`config.mk`:
```
export PLATFORM = sky130hd
export DESIGN_NAME = embi_bus
export DESIGN_NICKNAME = d
export VERILOG_FILES = /design/src/verilog/embi_pkg.sv /design/src/verilog/embi_bus.sv /design/src/verilog/embi_lane_mux.sv
export VERILOG_INCLUDE_DIRS = /design/src /design/src/verilog
export SDC_FILE = /design/constraint.sdc
export NUM_CORES = 1
export LEC_CHECK = 0
export ABC_CLOCK_PERIOD_IN_PS = 2300
export BUFFER_PORTS_ARGS = -buffer_cell sky130_fd_sc_hd__buf_2
export CORE_MARGIN = 2
export CORE_UTILIZATION = 30
export CTS_CLUSTER_SIZE = 12
export DETAILED_ROUTE_END_ITERATION = 6
export HOLD_SLACK_MARGIN = 0.12
export PLACE_DENSITY = 0.6
export SYNTH_ARGS = -nofsm -noshare
export SYNTH_HDL_FRONTEND = slang
export SYNTH_HIERARCHICAL = 1
export SYNTH_SLANG_ARGS = --single-unit
```
`constraint.sdc`:
```
create_clock -name clock_i -period 2.3 [get_ports clock_i]
set_clock_uncertainty 0.2 [all_clocks]
set_input_delay 0 -clock clock_i [delete_from_list [all_inputs] [get_ports clock_i]]
set_output_delay 0 -clock clock_i [all_outputs]
set_load 0.01 [all_outputs]
```
`src/verilog/embi_map.svh`:
```
// constant map for the external memory bus interface
`ifndef EMBI_MAP_SVH
`define EMBI_MAP_SVH
`define EMBI_ADDR_W 24
`define EMBI_DATA_W 16
`define EMBI_CS_N 4
`define EMBI_CS_W 2
`define EMBI_TOP_BIT 23
`define EMBI_CS_LSB 22
`define EMBI_SPACE_NARROW 2'h3
`define EMBI_STRAP_SINGLE 1'h0
`define EMBI_ALE_CYCLES 2'h1
`endif

```
`src/verilog/embi_pkg.sv`:
```
// types for the external memory bus interface
package embi_pkg;
  typedef enum logic [2:0] {
    ST_IDLE = 3'b000,
    ST_ADDR = 3'b001,
    ST_DATA = 3'b010,
    ST_DONE = 3'b011,
    ST_HOLD = 3'b100
  } embi_state_t;
endpackage : embi_pkg
```
`src/verilog/embi_bus.sv`:
```
// external memory bus master: one access at a time from an internal request port
//
// Functional notes
// - space 3 uses a 16-bit data bus while the width strap is low, 8-bit while high.
// - separate bus carries data on the low lane, plus the high lane when 16 bits wide.
// - address bits 0 to 22 are driven true and bit 23 is driven inverted.
// - multiplexed bus shows address bits 0 to 7 on the low lane first, then data.
// - 16-bit multiplexed bus also shows address bits 8 to 15 on the high lane first.
// - four low-active chip selects, one per external space, asserted during its access.
// - split strobes on a 16-bit bus: low strobe writes even, high strobe writes odd.
// - the read strobe is low during reads and data is sampled while it is low.
// - combined scheme: one write strobe, odd lane enable low on odd addresses.
// - software picks the strobe scheme; the combined scheme is forced on an 8-bit bus.
// - an address latch pulse marks the address phase of every access.
// - the bus stays in hold for as long as the hold request input is low.
// - hold acknowledge is low for the whole hold state and high otherwise.
// - wait states are inserted while ready is low.
// - everything stays in reset while the reset input is low.
// - a grounded boot strap selects single-chip mode, no external accesses; hold is still acknowledged.
`timescale 1ns/1ps
`default_nettype none
`include "embi_map.svh"
module embi_bus
  import embi_pkg::*;
(
  // clock and reset
  input wire logic clock_i,
  input wire logic rst_n_i,
  // straps and mode
  input wire logic boot_mode_strap_i,
  input wire logic byte_width_strap_i,
  input wire logic combined_strobe_sel_i,
  input wire logic mux_bus_sel_i,
  // internal request port
  input wire logic req_valid_i,
  output logic req_ready_o,
  input wire logic req_write_i,
  input wire logic [`EMBI_ADDR_W-1:0] req_addr_i,
  input wire logic [`EMBI_DATA_W-1:0] req_wdata_i,
  output logic rsp_valid_o,
  output logic [`EMBI_DATA_W-1:0] rsp_rdata_o,
  output logic ext_mode_o,
  // bus arbitration and wait
  input wire logic hold_req_n_i,
  output logic bus_grant_ack_n_o,
  input wire logic ready_i,
  // address pins
  output logic [`EMBI_ADDR_W-1:0] addr_o,
  output logic addr_oe_o,
  // data pins, split into three signals
  input wire logic [`EMBI_DATA_W-1:0] data_i,
  output logic [`EMBI_DATA_W-1:0] data_o,
  output logic [1:0] data_oe_o,
  // control pins
  output logic [`EMBI_CS_N-1:0] space_select_n_o,
  output logic low_lane_store_strobe_n_o,
  output logic high_lane_store_strobe_n_o,
  output logic read_strobe_n_o,
  output logic addr_latch_o,
  output logic ctrl_oe_o
);
  typedef struct packed {
    embi_state_t st;
    logic ext;
    logic strap_seen;
    logic write;
    logic wide;
    logic combined;
    logic muxed;
    logic [`EMBI_ADDR_W-1:0] addr;
    logic [`EMBI_DATA_W-1:0] wdata;
    logic [`EMBI_DATA_W-1:0] rdata;
    logic rvalid;
    logic [`EMBI_CS_N-1:0] cs_n;
  } embi_regs_t;

  embi_regs_t s_q;
  embi_regs_t s_d;
  logic strobe;
  logic odd;
  logic wide_now;
  logic [`EMBI_CS_W-1:0] space_now;

  assign space_now = req_addr_i[`EMBI_CS_LSB +: `EMBI_CS_W];
  // only space 3 follows the width strap; others are fixed 16-bit
  assign wide_now = (space_now == `EMBI_SPACE_NARROW) ? !byte_width_strap_i : 1'b1;
  assign strobe = (s_q.st == ST_DATA);
  assign odd = s_q.addr[0];

  always_comb begin
    s_d = s_q;
    s_d.rvalid = 1'b0;
    // strap is caught once, on the first clock after reset release
    if (!s_q.strap_seen) begin
      s_d.strap_seen = 1'b1;
      s_d.ext = (boot_mode_strap_i != `EMBI_STRAP_SINGLE);
    end
    unique case (s_q.st)
      ST_IDLE: begin
        if (!hold_req_n_i) begin
          s_d.st = ST_HOLD;
        end else if (req_valid_i && s_q.ext) begin
          s_d.st = ST_ADDR;
          s_d.write = req_write_i;
          s_d.addr = req_addr_i;
          s_d.wdata = req_wdata_i;
          s_d.wide = wide_now;
          s_d.combined = combined_strobe_sel_i || !wide_now;
          s_d.muxed = mux_bus_sel_i;
          s_d.cs_n = ~(`EMBI_CS_N'(1) << space_now);
        end
      end
      ST_ADDR: begin
        s_d.st = ST_DATA;
      end
      ST_DATA: begin
        // ready low stretches the strobe phase
        if (ready_i) begin
          s_d.st = ST_DONE;
          s_d.rdata = s_q.wide ? data_i : {8'h00, data_i[7:0]};
          s_d.rvalid = !s_q.write;
        end
      end
      ST_DONE: begin
        // recovery cycle keeps selects valid past the strobe edge
        s_d.st = ST_IDLE;
        s_d.cs_n = {`EMBI_CS_N{1'b1}};
      end
      ST_HOLD: begin
        if (hold_req_n_i) begin
          s_d.st = ST_IDLE;
        end
      end
      default: begin
        s_d.st = ST_IDLE;
      end
    endcase
  end

  always_ff @(posedge clock_i) begin
    if (!rst_n_i) begin
      s_q <= '0;
      s_q.st <= ST_IDLE;
      s_q.cs_n <= {`EMBI_CS_N{1'b1}};
    end else begin
      s_q <= s_d;
    end
  end

  embi_lane_mux u_lane (
    .wide_i(s_q.wide),
    .combined_i(s_q.combined),
    .write_i(s_q.write),
    .odd_i(odd),
    .strobe_i(strobe),
    .rd_n_o(read_strobe_n_o),
    .wr_lo_n_o(low_lane_store_strobe_n_o),
    .wr_hi_n_o(high_lane_store_strobe_n_o)
  );

  always_comb begin
    addr_o = {~s_q.addr[`EMBI_TOP_BIT], s_q.addr[`EMBI_TOP_BIT-1:0]};
    data_o = s_q.wdata;
    data_oe_o = 2'h0;
    if (s_q.st == ST_ADDR && s_q.muxed) begin
      data_o = s_q.addr[`EMBI_DATA_W-1:0];
      data_oe_o = {s_q.wide, 1'b1};
    end else if (s_q.st == ST_DATA && s_q.write) begin
      data_oe_o = {s_q.wide, 1'b1};
    end
  end

  // pins float in hold and in single-chip mode
  assign addr_oe_o = s_q.ext && (s_q.st != ST_HOLD);
  assign ctrl_oe_o = s_q.ext && (s_q.st != ST_HOLD);
  assign space_select_n_o = s_q.cs_n;
  assign addr_latch_o = (s_q.st == ST_ADDR);
  assign bus_grant_ack_n_o = (s_q.st != ST_HOLD);
  assign req_ready_o = (s_q.st == ST_IDLE) && hold_req_n_i && s_q.ext;
  assign rsp_valid_o = s_q.rvalid;
  assign rsp_rdata_o = s_q.rdata;
  assign ext_mode_o = s_q.ext;
endmodule : embi_bus
`default_nettype wire

```
`src/verilog/embi_lane_mux.sv`:
```
// byte lane steering and strobe decode for one access
`timescale 1ns/1ps
`default_nettype none
`include "embi_map.svh"
module embi_lane_mux (
  // access attributes
  input wire logic wide_i,
  input wire logic combined_i,
  input wire logic write_i,
  input wire logic odd_i,
  input wire logic strobe_i,
  // strobes, active low
  output logic rd_n_o,
  output logic wr_lo_n_o,
  output logic wr_hi_n_o
);
  always_comb begin
    rd_n_o = !(strobe_i && !write_i);
    if (combined_i || !wide_i) begin
      // single write strobe; high pin becomes the odd lane enable
      wr_lo_n_o = !(strobe_i && write_i);
      wr_hi_n_o = !(strobe_i && odd_i);
    end else begin
      wr_lo_n_o = !(strobe_i && write_i && !odd_i);
      wr_hi_n_o = !(strobe_i && write_i && odd_i);
    end
  end
endmodule : embi_lane_mux
`default_nettype wire

```
Yosys cells after proc, flatten, opt, wreduce, memory -nomap -nowiden
Cells that the tools add are included.
Operators by class
  equal/unequal tests: 11
  shifts and indexed selects: 1
  muxes and demuxes: 15
  bitwise operators: 2
  reductions and logical operators: 29
Operator list (count)
  16-bit two-way mux: 2
  3-bit two-way mux: 4
  3-bit one-hot mux with 4 select lines: 1
  3-bit AND reduction: 4
  1-bit logical AND: 10
  1-bit zero test: 10
  4-bit two-way mux: 2
  2-bit inequality test, second input constant: 4
  4-bit one-hot mux with 2 select lines: 1
  3-bit by 2-bit equality test with 1-bit output, second input constant: 2
  3-bit inequality test, second input constant: 2
  2-bit two-way mux: 2
  4-bit NOT: 1
  1-bit by 2-bit << shifter with 4-bit output, first input constant: 1
  3-bit by 1-bit equality test with 1-bit output, second input constant: 1
  3-bit equality test, second input constant: 1
  3-bit zero test: 1
  1-bit two-way mux: 3
  2-bit equality test, second input constant: 1
  1-bit logical OR: 2
  2-bit AND reduction: 1
  2-bit nonzero test: 1
  1-bit NOT: 1
Word-level totals
  flip-flop bits (word level): 70
  bits of input ports: 66
  output and inout bits: 72
  logic and storage cells: 70

Longest topological paths before layout
  depth in word-level cells: 5
  mapped depth: 6

Modules after synthesis
Netlist, hierarchy kept.
By module, submodules not included
  embi_bus: instances 1, cells each 393, area each 3315.7 µm², sequential area each 1401.3 µm²
  embi_lane_mux: instances 1, cells each 5, area each 38.8 µm², sequential area each 0.0 µm²

Worst setup path before layout
No wires, ideal clock.
  path type: register to register
  start point: register s_q[69] in the netlist's numbering
  end point: register s_q[63] in the netlist's numbering
  library setup time: 131 ps
  arrival: 1241 ps
  data required time: 1969 ps
  slack: 728 ps
  cell stages (with the launch flop): 7
  buffers on the path: 3
  period minus slack after synthesis: 1572 ps
  cells stage by stage: dfxtp_1 buf_6 or3_1 buf_6 buf_6 nor3_2 nor3_1
Between the ends
  cells in the longest elaborated chain, start to end: 2
Ends and longest elaborated chain
  from (decl): RTL line embi_bus.sv:77  | embi_regs_t s_q;
  3-bit zero test: RTL line embi_bus.sv:98  | unique case (s_q.st)
  3-bit AND reduction (no line)
Every way passes these cells.
A chain may end at the register's enable or synchronous reset.

Worst setup path after layout
  start point: register s_q[68] in the netlist's numbering
  end point: register s_q, in the netlist rsp_rdata_o[8]
Between the ends
  cells in the longest elaborated chain, start to end: 2
Ends and longest elaborated chain (RTL line)
  3-bit by 2-bit equality test with 1-bit output: embi_bus.sv:98
  2-bit AND reduction (no line)
Every way passes these cells.

==> metrics <==
Antenna Violating Nets Remaining=0; post-synth top area share=0.418; Avg Vias per Cell=4.75; CTS Sinks=70; final wirelength=10.1 mm; H-Tree Depth=3; Max-Cap Viols=0; CTS clk-pin slew, worst paths=0.07 ns; post-synth cell types=33; syn avg cell area=8.43 um^2; minimum clock period=2.13 ns; cells taking the most area after synthesis=dfxtp_1 (42%), buf_4 (11%), a21oi_1 (9.5%); mapped cell area=3350 um^2; total CTS buffers=9; synthesis-to-layout area growth=42.9%; Final setup viols=0; DP HPWL=6.10 mm; DRC violations left=0; Final Wtd Congestion=0.787; RSZ-0062 raised after global routing=false; Iteration-0 DRC Markers=160; Placeable Area=10900 um^2; Final Hold Viols=0; critical path fanouts, max=16; Port Buf Inserts=137; leakage=2.05 nW; Critical Path Source Type=flip-flop; Initial Utilization=0.308; Core Util, Final=0.440; sequential area share after synthesis=0.418; FMAX=471 MHz; Seq cells post-synth=70; EDFF count, synth=0; final period utilization=0.924; ys flop type=dfxtp_1; DIE HEIGHT=110 um; via count=3342; Total Routing Usage GR=0.167; die outline width=110 um; Worst Path Required=2.37 ns; Post-Syn Nets=464; cells after synthesis=398; setup TNS=0 ns; Syn. warnings=6; total die area=12000 um^2; Overall Power=2.64 mW; CP arrival=2.20 ns; Crit Path Class=reg2reg; asr flop ratio synth=0; Ports=138; CP endpoint kind=flip-flop; first-pass iteration count of the detailed router=4; r2r worst-path depth=4; Clock Root Buffer=clkbuf_8; hold path depth=2; largest net degree at the start of global routing=51; nets@finish=624; Worst slew margin=0.664; Peak VDD IR=260 uV; worst hold-check path type=in2reg; number of global-route vias before repair=3183; Worst-Margin Slew=0.505 ns; cell accounting for the most synthesized area=dfxtp_1; Rows=38; total grt overflow=0; clock buffer depth=2; status=complete, no violations; count of pins over their slew limit=0; CTS tree=yes; worst skew pair latency=0.34 ns; initial antenna violation count=0; pwr dens=551 nW/um^2; layout cells sized above 1=0.334; first-pass GRT wire length=15.6 mm; DR WL/cell=14.3 um
## layout make-up
type | count | area (um^2)
sequential | 70 | 1400
fill | 1076 | 6090
tap | 140 | 175
antenna | 1 | 2.50
inverter | 5 | 18.8
multi-input combinational | 242 | 1380
clock inverter | 4 | 70.1
timing repair buffer | 230 | 1600
clock buffer | 12 | 145
## stage by stage
step | area (um^2) | hold WS [ns] | instances | worst slack [ns]
after global routing | 4790 | 0.148 | 703 | 0.0544
after floorplan | 3350 | -0.172 | 398 | 0.728
after detailed placement | 3770 | -0.0350 | 607 | 0.507
after CTS | 4790 | 0.143 | 703 | 0.0613
after global placement | 3770 | -0.0389 | 607 | 0.530
final | 4790 | 0.158 | 704 | 0.175
## logic make-up (layout without fill, tap and decap cells)
group | after synthesis | in the layout | share of synthesized area
other | 0 | 1 | 0
multiplexers | 17 | 17 | 0.0567
XOR/XNOR | 1 | 1 | 0.00261
buffers and inverters | 86 | 251 | 0.173
AO/OA/AOI/OAI | 115 | 115 | 0.177
AND/OR/NAND/NOR | 109 | 109 | 0.173
flip-flops | 70 | 70 | 0.418
## worst max-delay path: stages (launching register included)
cell and delay (ns):
dfxtp_1 0.59, and4bb_4 0.45, nand3_1 0.10, a21oi_1 0.15, dlygate4sd3_1 0.56
## path summary, 6_finish.rpt
kind / slack, ns / from / end
setup / recovery: 0.17 / s_q[68] / rsp_rdata_o[8]
hold / removal: 0.16 / rst_n_i / s_q[65]
setup reg to reg: 0.17 / s_q[68] / rsp_rdata_o[8]
hold reg to reg: 0.26 / rsp_rdata_o[2] / rsp_rdata_o[2]
## flip-flops by register name (all words and copies together) (netlist names)
register,flops
addr_o,23
rsp_valid_o,1
ext_mode_o,1
space_select_n_o,4
rsp_rdata_o,16
s_q,25
## where the power goes
part	total [mW]	internal, mW	switching, mW
Combinational	0.302	0.157	0.144
Clock	1.10	0.638	0.460
Sequential	1.24	1.23	0.0143
Total	2.64	2.02	0.619
## per-layer routing
layer / up-vias / global-route usage / routed length (um) / part of all wire
met5: - / 0 / 0 / 0
met4: 0 / 0.0859 / 223 / 0.022
met3: 20 / 0.0273 / 363 / 0.036
met2: 100 / 0.280 / 5060 / 0.50
met1: 1559 / 0.206 / 4410 / 0.44
li1: 1663 / - / - / -
## Yosys cell counts, types with 2 or more instances
cell      count
o21ai_0       8
nand3b_1      3
nor3_1        3
nand3_1      55
or3_1         2
buf_6         8
buf_2        10
and3_1        3
buf_4        49
nor3_4        2
nor4_1        3
a31oi_1       2
inv_1         5
nand2_1      26
a21oi_1      64
mux2_2       15
and2_1        3
nor2_1        2
dfxtp_1      70
clkbuf_1     14
o21ai_1      39
## what timing repair did
action,CTS,global route
hold endpoints to repair,69,0
hold buffers,80,0
setup endpoints to repair,0,13
gates resized for setup,0,1
buffers inserted,0,0
## placed cells by master (no fill, tap or decap), drive strengths merged, types with 2 or more instances in the layout
cell and count:
inv 5, or3 2, clkinv 2, a31oi 2, nor3 6, bufinv 2, buf 150, and2 3
nand2 27, mux2 16, nor2 2, nand3 55, o21ai 47, nor4 3, and3 3, dlygate4sd3 80
clkbuf 12, dfxtp 70, nand3b 3, a21oi 64
Power figures use the tool's default switching activity.
